--- config.mk ---
export PLATFORM = sky130hd
export DESIGN_NAME = dcw3_top
export DESIGN_NICKNAME = d
export VERILOG_FILES = /design/src/hw/dcw3_pkg.sv /design/src/hw/dcw3_top.sv /design/src/hw/dcw3_pin_owner.sv
export SDC_FILE = /design/constraint.sdc
export NUM_CORES = 1
export LEC_CHECK = 0
export BUFFER_PORTS_ARGS = -buffer_cell sky130_fd_sc_hd__buf_4
export CAP_MARGIN = 20
export CORE_MARGIN = 5
export CORE_UTILIZATION = 30
export CTS_CLUSTER_DIAMETER = 120
export CTS_CLUSTER_SIZE = 28
export DETAILED_ROUTE_END_ITERATION = 16
export PLACE_DENSITY = 0.61
export SYNTH_ARGS = -nofsm -noshare
export SYNTH_HDL_FRONTEND = slang
export SYNTH_SLANG_ARGS = --single-unit
--- constraint.sdc ---
create_clock -name REF_CLK -period 5.2 [get_ports REF_CLK]
set_clock_uncertainty 0.05 [all_clocks]
set_input_delay 0.78 -clock REF_CLK [delete_from_list [all_inputs] [get_ports REF_CLK]]
set_output_delay 0.78 -clock REF_CLK [all_outputs]
set_load 0.01 [all_outputs]
--- src/hw/dcw3_pkg.sv ---
// constants and types shared by the configuration word three block
package dcw3_pkg;

  ////////////////////////////////////////////////////////////////////////////
  // register byte offsets on the apb bus
  localparam logic [11:0] OFS_CFG_WORD = 12'h000; // loaded configuration word
  localparam logic [11:0] OFS_STATUS = 12'h004; // load and lock state
  localparam logic [11:0] OFS_PIN_REMAP = 12'h008; // peripheral pin mapping
  localparam logic [11:0] OFS_MOD_DISABLE = 12'h00C; // peripheral module disable

  ////////////////////////////////////////////////////////////////////////////
  // configuration word field positions
  localparam int unsigned BIT_VBUS_ON_OWNER = 31; // vbus_on_pin_owner_sel
  localparam int unsigned BIT_USB_ID_OWNER = 30; // usb_id_pin_owner_sel
  localparam int unsigned BIT_REMAP_SINGLE = 29; // pin_remap_single_reconfig
  localparam int unsigned BIT_MDIS_SINGLE = 28; // module_disable_single_reconfig
  localparam int unsigned RSVD_MSB = 27; // reserved field top
  localparam int unsigned RSVD_LSB = 16; // reserved field bottom
  localparam int unsigned UID_MSB = 15; // user_identifier top
  localparam int unsigned UID_LSB = 0; // user_identifier bottom

  ////////////////////////////////////////////////////////////////////////////
  // status register field positions
  localparam int unsigned ST_LOADED = 0; // word has been loaded
  localparam int unsigned ST_RSVD_OK = 1; // reserved bits read as all ones
  localparam int unsigned ST_REMAP_USED = 2; // pin mapping written once
  localparam int unsigned ST_MDIS_USED = 3; // module disable written once
  localparam int unsigned ST_REMAP_LOCK = 4; // pin mapping now refuses writes
  localparam int unsigned ST_MDIS_LOCK = 5; // module disable now refuses writes

  ////////////////////////////////////////////////////////////////////////////
  // reset values
  // word before load: port owns both pins, multiple reconfigs, id zero
  localparam logic [31:0] CFG_RESET = 32'h0FFF_0000;
  localparam logic [11:0] RSVD_ALL_ONES = 12'hFFF; // expected reserved value
  localparam logic [31:0] PIN_REMAP_RESET = 32'h0000_0000; // mapping at reset
  localparam logic [31:0] MOD_DISABLE_RESET = 32'h0000_0000; // disables at reset
  localparam logic [31:0] RDATA_ZERO = 32'h0000_0000; // unmapped read value

  ////////////////////////////////////////////////////////////////////////////
  // load sequencer states
  typedef enum logic [1:0] {
    LD_START,
    LD_REQ,
    LD_DONE
  } dcw3_load_t;

endpackage

--- src/hw/dcw3_top.sv ---
// configuration word three: load, pin ownership, reconfig locks, user id
//
// Contract
// - vbus-on owner bit gives pin to usb
// - usb-id owner bit gives pin to usb
// - single pin remap reconfig when bit set
// - single module disable reconfig when bit set
// - user id readable by programmer and jtag
//
// Implementation choices: the APB slave port and the address map.
`timescale 1ns/1ps
module dcw3_top (
  // clock and reset
  input wire logic REF_CLK,
  input wire logic RESETN,
  // apb slave
  input wire logic PSEL,
  input wire logic PENABLE,
  input wire logic PWRITE,
  input wire logic [11:0] PADDR,
  input wire logic [31:0] PWDATA,
  output logic [31:0] PRDATA,
  output logic PREADY,
  output logic PSLVERR,
  // nonvolatile storage read port
  output logic NV_RD_REQ,
  input wire logic NV_RD_VALID,
  input wire logic [31:0] NV_RD_DATA,
  // vbus_on_pin pad
  input wire logic VBUS_ON_PIN_I,
  output logic VBUS_ON_PIN_O,
  output logic VBUS_ON_PIN_OE,
  // usb_id_pin pad
  input wire logic USB_ID_PIN_I,
  output logic USB_ID_PIN_O,
  output logic USB_ID_PIN_OE,
  // usb module side of both pins
  input wire logic USB_VBUS_ON_O,
  input wire logic USB_VBUS_ON_OE,
  output logic USB_VBUS_ON_I,
  input wire logic USB_ID_O,
  input wire logic USB_ID_OE,
  output logic USB_ID_I,
  // port logic side of both pins
  input wire logic PORT_VBUS_ON_O,
  input wire logic PORT_VBUS_ON_OE,
  output logic PORT_VBUS_ON_I,
  input wire logic PORT_USB_ID_O,
  input wire logic PORT_USB_ID_OE,
  output logic PORT_USB_ID_I,
  // settings driven into the device
  output logic [31:0] PIN_REMAP,
  output logic [31:0] MODULE_DISABLE,
  // user_identifier toward programming port and jtag
  output logic [15:0] PROG_USER_ID,
  output logic [15:0] JTAG_USER_ID
);

  ////////////////////////////////////////////////////////////////////////////
  // helper functions

  // a write is refused before load, or once used in single mode
  function automatic logic wr_refused(input logic loaded,
                                      input logic single,
                                      input logic used);
    wr_refused = ~loaded | (single & used);
  endfunction

  // address match on a full aligned byte offset
  function automatic logic addr_hit(input logic [11:0] addr,
                                    input logic [11:0] ofs);
    addr_hit = (addr == ofs);
  endfunction

  ////////////////////////////////////////////////////////////////////////////
  // state declarations
  dcw3_pkg::dcw3_load_t ld_q; // load sequencer state
  dcw3_pkg::dcw3_load_t ld_d; // its next value
  logic [31:0] cfg_q; // loaded configuration word
  logic [31:0] cfg_d; // its next value
  logic [31:0] remap_q; // peripheral pin mapping
  logic [31:0] remap_d;
  logic [31:0] mdis_q; // peripheral module disable
  logic [31:0] mdis_d;
  logic remap_used_q; // mapping accepted a write
  logic remap_used_d;
  logic mdis_used_q; // module disable accepted a write
  logic mdis_used_d;

  ////////////////////////////////////////////////////////////////////////////
  // load sequencer: fetch the word once after reset release

  // word arrives in the request state
  wire logic ld_take = (ld_q == dcw3_pkg::LD_REQ) & NV_RD_VALID;
  // word is valid and frozen
  wire logic loaded = (ld_q == dcw3_pkg::LD_DONE);

  // next state of the sequencer
  always_comb begin
    ld_d = ld_q;
    unique case (ld_q)
      // first cycle after release, start the fetch
      dcw3_pkg::LD_START: begin
        ld_d = dcw3_pkg::LD_REQ;
      end
      // hold the request until storage answers
      dcw3_pkg::LD_REQ: begin
        if (NV_RD_VALID) begin
          ld_d = dcw3_pkg::LD_DONE;
        end
      end
      // stays here until the next reset
      dcw3_pkg::LD_DONE: begin
        ld_d = dcw3_pkg::LD_DONE;
      end
    endcase
  end

  // request is a level while waiting
  // a valid seen outside the request state is ignored
  assign NV_RD_REQ = (ld_q == dcw3_pkg::LD_REQ);

  // word captured only once, so settings cannot move until reset
  assign cfg_d = ld_take ? NV_RD_DATA : cfg_q;

  ////////////////////////////////////////////////////////////////////////////
  // configuration fields

  // ownership selects, port owns both pins until the load
  wire logic vbus_usb_owns = cfg_q[dcw3_pkg::BIT_VBUS_ON_OWNER];
  wire logic id_usb_owns = cfg_q[dcw3_pkg::BIT_USB_ID_OWNER];
  // single reconfiguration modes
  wire logic remap_single = cfg_q[dcw3_pkg::BIT_REMAP_SINGLE];
  wire logic mdis_single = cfg_q[dcw3_pkg::BIT_MDIS_SINGLE];
  // reserved field as programmed
  wire logic [11:0] rsvd = cfg_q[dcw3_pkg::RSVD_MSB:dcw3_pkg::RSVD_LSB];
  // reports whether the programmer kept reserved bits at one
  wire logic rsvd_ok = (rsvd == dcw3_pkg::RSVD_ALL_ONES);

  ////////////////////////////////////////////////////////////////////////////
  // apb decode

  // access phase, every access completes in its first access cycle
  wire logic apb_acc = PSEL & PENABLE;
  wire logic apb_wr = apb_acc & PWRITE;
  // register selects
  // full offset compare, so an aliased or unaligned address is unmapped
  wire logic sel_cfg = addr_hit(PADDR, dcw3_pkg::OFS_CFG_WORD);
  wire logic sel_stat = addr_hit(PADDR, dcw3_pkg::OFS_STATUS);
  wire logic sel_remap = addr_hit(PADDR, dcw3_pkg::OFS_PIN_REMAP);
  wire logic sel_mdis = addr_hit(PADDR, dcw3_pkg::OFS_MOD_DISABLE);
  wire logic sel_any = sel_cfg | sel_stat | sel_remap | sel_mdis;

  // lock state of the two reconfigurable settings
  wire logic remap_lock = wr_refused(loaded, remap_single, remap_used_q);
  wire logic mdis_lock = wr_refused(loaded, mdis_single, mdis_used_q);

  // writes that are taken
  wire logic remap_wr = apb_wr & sel_remap & ~remap_lock;
  wire logic mdis_wr = apb_wr & sel_mdis & ~mdis_lock;

  // error: unmapped, read-only target, or locked setting
  // a refused write still completes, only the error flag tells the master
  wire logic err_ro = PWRITE & (sel_cfg | sel_stat);
  wire logic err_lock = PWRITE & ((sel_remap & remap_lock) | (sel_mdis & mdis_lock));
  wire logic err_any = ~sel_any | err_ro | err_lock;

  ////////////////////////////////////////////////////////////////////////////
  // reconfigurable settings next values

  // used flags never clear, only a reset reopens a single-mode setting
  // mapping, first write marks it used
  assign remap_d = remap_wr ? PWDATA : remap_q;
  assign remap_used_d = remap_used_q | remap_wr;
  // module disable, same scheme
  assign mdis_d = mdis_wr ? PWDATA : mdis_q;
  assign mdis_used_d = mdis_used_q | mdis_wr;

  ////////////////////////////////////////////////////////////////////////////
  // state registers

  // sequencer and loaded word
  always_ff @(posedge REF_CLK or negedge RESETN) begin
    if (!RESETN) begin
      ld_q <= dcw3_pkg::LD_START;
      cfg_q <= dcw3_pkg::CFG_RESET;
    end else begin
      ld_q <= ld_d;
      cfg_q <= cfg_d;
    end
  end

  // reconfigurable settings and their use flags
  always_ff @(posedge REF_CLK or negedge RESETN) begin
    if (!RESETN) begin
      remap_q <= dcw3_pkg::PIN_REMAP_RESET;
      mdis_q <= dcw3_pkg::MOD_DISABLE_RESET;
      remap_used_q <= 1'b0;
      mdis_used_q <= 1'b0;
    end else begin
      remap_q <= remap_d;
      mdis_q <= mdis_d;
      remap_used_q <= remap_used_d;
      mdis_used_q <= mdis_used_d;
    end
  end

  ////////////////////////////////////////////////////////////////////////////
  // status word

  logic [31:0] status;

  // gather state bits, others read zero
  // lock bits already cover the not-loaded case
  always_comb begin
    status = dcw3_pkg::RDATA_ZERO;
    status[dcw3_pkg::ST_LOADED] = loaded;
    status[dcw3_pkg::ST_RSVD_OK] = rsvd_ok;
    status[dcw3_pkg::ST_REMAP_USED] = remap_used_q;
    status[dcw3_pkg::ST_MDIS_USED] = mdis_used_q;
    status[dcw3_pkg::ST_REMAP_LOCK] = remap_lock;
    status[dcw3_pkg::ST_MDIS_LOCK] = mdis_lock;
  end

  ////////////////////////////////////////////////////////////////////////////
  // apb answer

  // read data mux of registered state, zero when unmapped
  wire logic [31:0] rd_mux =
    sel_cfg ? cfg_q :
    sel_stat ? status :
    sel_remap ? remap_q :
    sel_mdis ? mdis_q :
    dcw3_pkg::RDATA_ZERO;

  // setup phase of a read, address already valid
  wire logic apb_rd_setup = PSEL & ~PENABLE & ~PWRITE;

  // read data taken at the setup edge, zero otherwise
  logic [31:0] prdata_q; // read data shown in the access phase
  logic [31:0] prdata_d; // its next value
  assign prdata_d = apb_rd_setup ? rd_mux : dcw3_pkg::RDATA_ZERO;

  // read data register, stands only during the access phase that follows
  always_ff @(posedge REF_CLK or negedge RESETN) begin
    if (!RESETN) begin
      prdata_q <= dcw3_pkg::RDATA_ZERO;
    end else begin
      prdata_q <= prdata_d;
    end
  end

  // zero wait states, the read word is ready when the access phase starts
  assign PREADY = 1'b1;
  assign PRDATA = prdata_q;
  assign PSLVERR = apb_acc & err_any;

  ////////////////////////////////////////////////////////////////////////////
  // settings toward the device

  assign PIN_REMAP = remap_q;
  assign MODULE_DISABLE = mdis_q;

  // user id from the loaded word, shared by both debug paths
  assign PROG_USER_ID = cfg_q[dcw3_pkg::UID_MSB:dcw3_pkg::UID_LSB];
  assign JTAG_USER_ID = cfg_q[dcw3_pkg::UID_MSB:dcw3_pkg::UID_LSB];

  ////////////////////////////////////////////////////////////////////////////
  // pin ownership

  // both muxes follow the loaded word, so ownership moves only at load
  // vbus_on_pin: usb drives it when the owner bit is one
  dcw3_pin_owner u_vbus_on (
    .clk(REF_CLK),
    .rst_n(RESETN),
    .usb_owns(vbus_usb_owns),
    .usb_out(USB_VBUS_ON_O),
    .usb_oe(USB_VBUS_ON_OE),
    .usb_in(USB_VBUS_ON_I),
    .port_out(PORT_VBUS_ON_O),
    .port_oe(PORT_VBUS_ON_OE),
    .port_in(PORT_VBUS_ON_I),
    .pad_in(VBUS_ON_PIN_I),
    .pad_out(VBUS_ON_PIN_O),
    .pad_oe(VBUS_ON_PIN_OE)
  );

  // usb_id_pin: usb owns it when the owner bit is one
  dcw3_pin_owner u_usb_id (
    .clk(REF_CLK),
    .rst_n(RESETN),
    .usb_owns(id_usb_owns),
    .usb_out(USB_ID_O),
    .usb_oe(USB_ID_OE),
    .usb_in(USB_ID_I),
    .port_out(PORT_USB_ID_O),
    .port_oe(PORT_USB_ID_OE),
    .port_in(PORT_USB_ID_I),
    .pad_in(USB_ID_PIN_I),
    .pad_out(USB_ID_PIN_O),
    .pad_oe(USB_ID_PIN_OE)
  );

endmodule

--- src/hw/dcw3_pin_owner.sv ---
// ownership mux of one shared pin between the usb module and port logic
`timescale 1ns/1ps
module dcw3_pin_owner (
  // clock and reset
  input wire logic clk,
  input wire logic rst_n,
  // ownership select, high gives the pin to usb
  input wire logic usb_owns,
  // usb module side
  input wire logic usb_out,
  input wire logic usb_oe,
  output logic usb_in,
  // general port side
  input wire logic port_out,
  input wire logic port_oe,
  output logic port_in,
  // pad side
  input wire logic pad_in,
  output logic pad_out,
  output logic pad_oe
);

  ////////////////////////////////////////////////////////////////////////////
  // selected drive values
  wire logic out_d = usb_owns ? usb_out : port_out; // chosen level
  wire logic oe_d = usb_owns ? usb_oe : port_oe; // chosen enable

  // pad drive registered so the pin never glitches on the mux
  logic pad_out_q;
  logic pad_oe_q;

  always_ff @(posedge clk or negedge rst_n) begin
    if (!rst_n) begin
      pad_out_q <= 1'b0;
      pad_oe_q <= 1'b0;
    end else begin
      pad_out_q <= out_d;
      pad_oe_q <= oe_d;
    end
  end

  assign pad_out = pad_out_q;
  assign pad_oe = pad_oe_q;

  ////////////////////////////////////////////////////////////////////////////
  // input routed only to the owner, the other side sees zero
  assign usb_in = usb_owns & pad_in;
  assign port_in = ~usb_owns & pad_in;

endmodule

==> results of run 1 <==
critical path, stage by stage:
cell     delay [ps]
buf_4           520
nand4_1         380
nor3_4          800
buf_4           420
mux2_2          380
flip-flops by register name, indices dropped and copies added, names as in the netlist:
register,flops
MODULE_DISABLE,32
PIN_REMAP,32
PRDATA,32
cfg_q,32
ld_q,2
mdis_used_q,1
remap_used_q,1
u_usb_id.pad_oe,1
u_usb_id.pad_out,1
u_vbus_on.pad_oe,1
u_vbus_on.pad_out,1
how the worst max path moves through the flow:
| stage | cells after the start | start | slack (ps) | end |
|---|---|---|---|---|
| 6_report | 5 | PADDR[3] | 2130 | PIN_REMAP[19] |
| 5_1_grt | 5 | PADDR[3] | 2010 | MODULE_DISABLE[20] |
| 4_1_cts | 5 | PADDR[3] | 2130 | MODULE_DISABLE[20] |
| 3_5_place_dp | 5 | PADDR[3] | 1690 | MODULE_DISABLE[20] |
| 3_3_place_gp | 5 | PADDR[3] | 1760 | MODULE_DISABLE[18] |
| 2_1_floorplan | 4 | PADDR[3] | 2680 | PSLVERR |
cell type report:
type	instances	area [sq um]
Clock buffer	21	460
Clock inverter	11	100
Fill cell	1839	11200
Inverter	5	18.8
Multi-Input combinational cell	261	2160
Sequential cell	136	3420
Tap cell	265	332
Timing Repair Buffer	234	1760
power by group through the flow:
stage / logic [mW] / clock network [mW] / registers (mW)
3_5_place_dp: 0.776 / 0 / 1.41
5_1_grt: 0.830 / 1.23 / 1.41
2_1_floorplan: 0.573 / 0 / 1.35
6_report: 0.765 / 1.15 / 1.39
4_1_cts: 0.781 / 1.18 / 1.39
3_3_place_gp: 0.762 / 0 / 1.40
synth_stat cells (5+ instances only):
master / number / area, sq um
nand2_1: 5 / 18.8
dfstp_2: 12 / 315
mux2i_1: 33 / 330
nand3_1: 5 / 25.0
a21oi_1: 28 / 140
buf_4: 33 / 248
buf_2: 12 / 60.1
buf_1: 8 / 30.0
dfrtp_1: 124 / 3100
nor2_1: 55 / 206
inv_1: 5 / 18.8
mux2_2: 100 / 1130
stage by stage:
| stage | power, mW | worst slack (ps) | area, sq um | cells | hold WS, ps |
|---|---|---|---|---|---|
| finish | 3.30 | 2130 | 8250 | 933 | 403 |
| detailed placement | 2.18 | 1690 | 7690 | 901 | 473 |
| CTS | 3.35 | 2130 | 8250 | 933 | 421 |
| global placement | 2.16 | 1760 | 7690 | 901 | 463 |
| floorplan | 1.93 | 2680 | 5950 | 460 | 412 |
| global route | 3.47 | 2010 | 8250 | 933 | 470 |
kinds of logic (layout without fill, tap and decap cells):
group	after synthesis	count (layout)	synth area share (%)
adders and majority gates	2	2	0.421
AOI/OAI and AO/OA	39	39	4.15
and+or+nand+nor	85	85	6.57
muxes	134	134	24.9
other	1	1	0.0631
DFF	136	136	57.5
buffers and inverters	63	271	6.44
metal layers:
layer  GRT usage [%]  up-vias  wire, um
met3            4.70       21      1330
met1            19.5     2193      7400
met4            4.67        0       291
li1                -     1954         -
met5               0        -         0
met2            25.3      175      8440
==> flow_summary.toml, run 1 <==
[critical_path]
critPathRequiredTime_ps = 5430
critPathMaxFanout = 39
r2r_end = "PIN_REMAP[19]"
rrSetupSlack_ps = 2520
reg2reg_from = "ld_q[0]"
crit_arrival_ps = 3300
endpoint_kind = "register"
reg2reg_depth = 6
cp-start-kind = "primary input"
path_class = "primary input to register"

[clock_tree]
numCtsBuffers = 17
root_buffer = "clkbuf_16"
hold_buffers = 0
cts.sinks = 136
cts_tree = "done"
ctsResizeCount = 0
htree_num_levels = 4
insertion_delay_ps = 410
clockBufferDepth = 2
post_cts_buffers = 0
clk_pin_slew_ps = 60

[synthesis]
yosys_warnings = 0
async_reset_ff_share_pct = 100
synth.distinct_cells = 35
ys_ff_latch = 136
synth_edf_count = 0
seq_area_frac_synth_pct = 57.5
syn_nets = 554
synthesis.area_sq_um = 5950
avgSynthCellArea_sq_um = 12.9
synthCells = 460
synthFlopType = "dfrtp_1"

[hold_path]
hp-class = "primary input to asynchronous set/reset pin"

[final_layout]
final_cell_mix = "buf_4 (233), dfrtp_1 (124), mux2_2 (100)"
drive_above_1_share_pct = 57.9
final_core_util_pct = 42.4
antenna_cells = 0
area_growth_pct = 38.7
finalNetCount = 749
final_common_cell = "buf_4"

[power]
intPower_mw = 2.35
ir_drop_mv = 0.213
power_frac_seq_pct = 42.0
leakage_nw = 4.18
pwr-share-comb_pct = 23.2
p_sw_share_pct = 28.7
power.density_nw_per_um2 = 400
power_switching_mw = 0.945
clkPwrFrac_pct = 34.8

[sta]
max_freq_mhz = 326
report.final.slew_viol_count = 0
finalCriticalPeriod_ps = 3070
rsz0062_at_grt = "no"
setup_tns_ps = 0
max_slew_margin_pct = 36.5
fin_crit_sh_pct = 59.0
worstMarginPinSlew_ps = 949
hold_violations = 0
setup_viol = 0

[detailed_routing]
num_vias = 4343
drt_drc_violations_left = 0
drt_pass1_iterations = 4
antenna_left = 0
drt_iter0_drc = 134
avgViaCountPerCell = 4.65
wirelength_um = 17500
wire_per_inst_um = 18.7

[floorplan]
initial_core_util_pct = 30.5
die_y_um = 151
num_rows = 51
ios = 231
coreArea_sq_um = 19500
die_area_sq_um = 22700
dieWidth_um = 151

[place]
portBuffers = 229
gp_congestion = 0.793
dp_hpwl_um = 12500

[global_route]
gr-total-overflow = 0
grtUsageTotal_pct = 15.3
grt_max_degree = 92
grt_pass1_vias = 4626
grt_pass1_wl_um = 26600
antenna_found_initial = 0

[run_status]
status = "completed"

[run]
drv_cap = 0
(Power assumes the default switching activity.)
==> inputs of run 2 (changes only) <==
--- a/config.mk
+++ b/config.mk
@@ -12,7 +12,7 @@
 export CTS_CLUSTER_DIAMETER = 120
 export CTS_CLUSTER_SIZE = 28
 export DETAILED_ROUTE_END_ITERATION = 16
-export PLACE_DENSITY = 0.61
+export PLACE_DENSITY = 0.63
 export SYNTH_ARGS = -nofsm -noshare
 export SYNTH_HDL_FRONTEND = slang
 export SYNTH_SLANG_ARGS = --single-unit
==> constraint.sdc (replaced) <==
create_clock -name REF_CLK -period 2.8 [get_ports REF_CLK]
set_clock_uncertainty 0.05 [all_clocks]
set_input_delay 0.42 -clock REF_CLK [delete_from_list [all_inputs] [get_ports REF_CLK]]
set_output_delay 0.42 -clock REF_CLK [all_outputs]
set_load 0.01 [all_outputs]
==> run 2 against run 1 <==
Effect of this change:
- sequential power is 85% higher
- global-route usage is 0.088 points higher
- clock power is 100% higher
- non-clock buffer count is 9 higher
- sequential cell count stayed put
==> flow_summary.toml, run 2 (synthesis gave the netlist of run 1 again) <==
[detailed_routing]
drt_iter0_drc = 115
wl_met3_um = 1350
met1_length_um = 7240
drt_drc_violations_left = 0
dr.max_layer_used = "met4"
wirelength_um = 17500
num_vias = 4326
wire_per_inst_um = 18.5
avgViaCountPerCell = 4.60
drt_pass1_iterations = 6
antenna_left = 0
wl_met2_um = 8640

[global_route]
grt_pass1_vias = 4783
grtUsageTotal_pct = 15.4
gr-total-overflow = 0
antenna_found_initial = 0
grt_max_degree = 63
grt_pass1_wl_um = 26800

[sta]
worstMarginPinSlew_ps = 600
rsz0062_at_grt = "no"
whs_ps = 176
final.setup.worst_slack_ps = 475
report.final.slew_viol_count = 0
finalCriticalPeriod_ps = 2320
setup_viol = 0
hold_violations = 0
setup_tns_ps = 0
fin_crit_sh_pct = 83.0
max_slew_margin_pct = 59.8
max_freq_mhz = 430

[critical_path]
cp-start-kind = "register"
cp_slowest_stage_delay_ps = 380
cp_top_family = "flip-flops"
critPathRequiredTime_ps = 2330
critPathMaxFanout = 5
cp_num_buf_inv = 2
crit_arrival_ps = 1850
path_class = "register to primary output"
path_cells = "inv_1 -> ha_1 -> nand3_1 -> a21boi_0 -> o21ai_0 -> buf_4"
endpoint_kind = "primary output"
rrSetupSlack_ps = 820
critPathSlowestCell = "dfrtp_1"

[floorplan]
ios = 231
coreArea_sq_um = 19500
die_y_um = 151
dieWidth_um = 151
die_area_sq_um = 22700
initial_core_util_pct = 30.5
num_rows = 51

[place]
place_ws_ps = 536
portBuffers = 229
dp_hpwl_um = 12800
placed_area_sq_um = 7770
gp_congestion = 0.761

[power]
leakage_nw = 4.26
power_switching_mw = 1.71
power_frac_seq_pct = 40.4
clkPwrFrac_pct = 37.0
ir_drop_mv = 0.411
power.density_nw_per_um2 = 758
intPower_mw = 4.65
pwr-share-comb_pct = 22.6
p_sw_share_pct = 26.9

[run]
drv_cap = 0

[final_layout]
final_core_util_pct = 43.1
register_area_sq_um = 3420
drive_above_1_share_pct = 58.0
finalNetCount = 758
multiInputGateArea_sq_um = 2160
design_area_sq_um = 8400
nFillCells = 1833
area_growth_pct = 41.2
final_cell_mix = "buf_4 (239), dfrtp_1 (124), mux2_2 (100)"
final_common_cell = "buf_4"
antenna_cells = 0

[clock_tree]
hold_buffers = 1
root_buffer = "clkbuf_16"
clk_pin_slew_ps = 50
htree_num_levels = 4
post_cts_buffers = 0
numCtsBuffers = 17
cts.sinks = 136
ctsResizeCount = 0
clockBufferDepth = 2
cts_tree = "done"
insertion_delay_ps = 420

[run_status]
status = "completed"

[hold_path]
hp-class = "primary input to register"
==> run 2: metal layers <==
metal	track usage, %	up-vias
met4	5.08	0
met3	5.12	17
met5	0	-
met1	18.7	2174
li1	-	1976
met2	25.9	159
==> run 2: layout make-up <==
cell class | instances | share of cell area [%]
sequential | 136 | 40.7
multi-input combinational | 261 | 25.7
timing repair buffer | 243 | 22.1
clock buffer | 23 | 5.57
tap | 265 | 3.95
clock inverter | 8 | 1.73
inverter | 5 | 0.224
==> run 2: worst paths after layout <==
path / end / cells past startpoint / startpoint
worst max-delay path: PSLVERR / 6 / ld_q[0]
worst min-delay path: ld_q[0] / 2 / NV_RD_VALID
worst max register to register: PIN_REMAP[21] / 6 / ld_q[0]
worst min register to register: mdis_used_q / 1 / mdis_used_q
max in group asynchronous: cfg_q[22] / 3 / RESETN
min in group asynchronous: cfg_q[2] / 2 / RESETN
==> run 2: power groups by stage <==
stage	sequential (mW)	combinational, mW	clock [mW]
6_report	2.57	1.44	2.35
2_1_floorplan	2.52	1.06	0
3_5_place_dp	2.61	1.46	0
3_3_place_gp	2.59	1.44	0
5_1_grt	2.62	1.56	2.50
4_1_cts	2.58	1.47	2.42
==> run 2: stage by stage <==
step | total power, mW | cells
2_1_floorplan | 3.58 | 460
3_3_place_gp | 4.03 | 909
3_5_place_dp | 4.08 | 909
4_1_cts | 6.47 | 941
5_1_grt | 6.68 | 941
6_report | 6.37 | 941
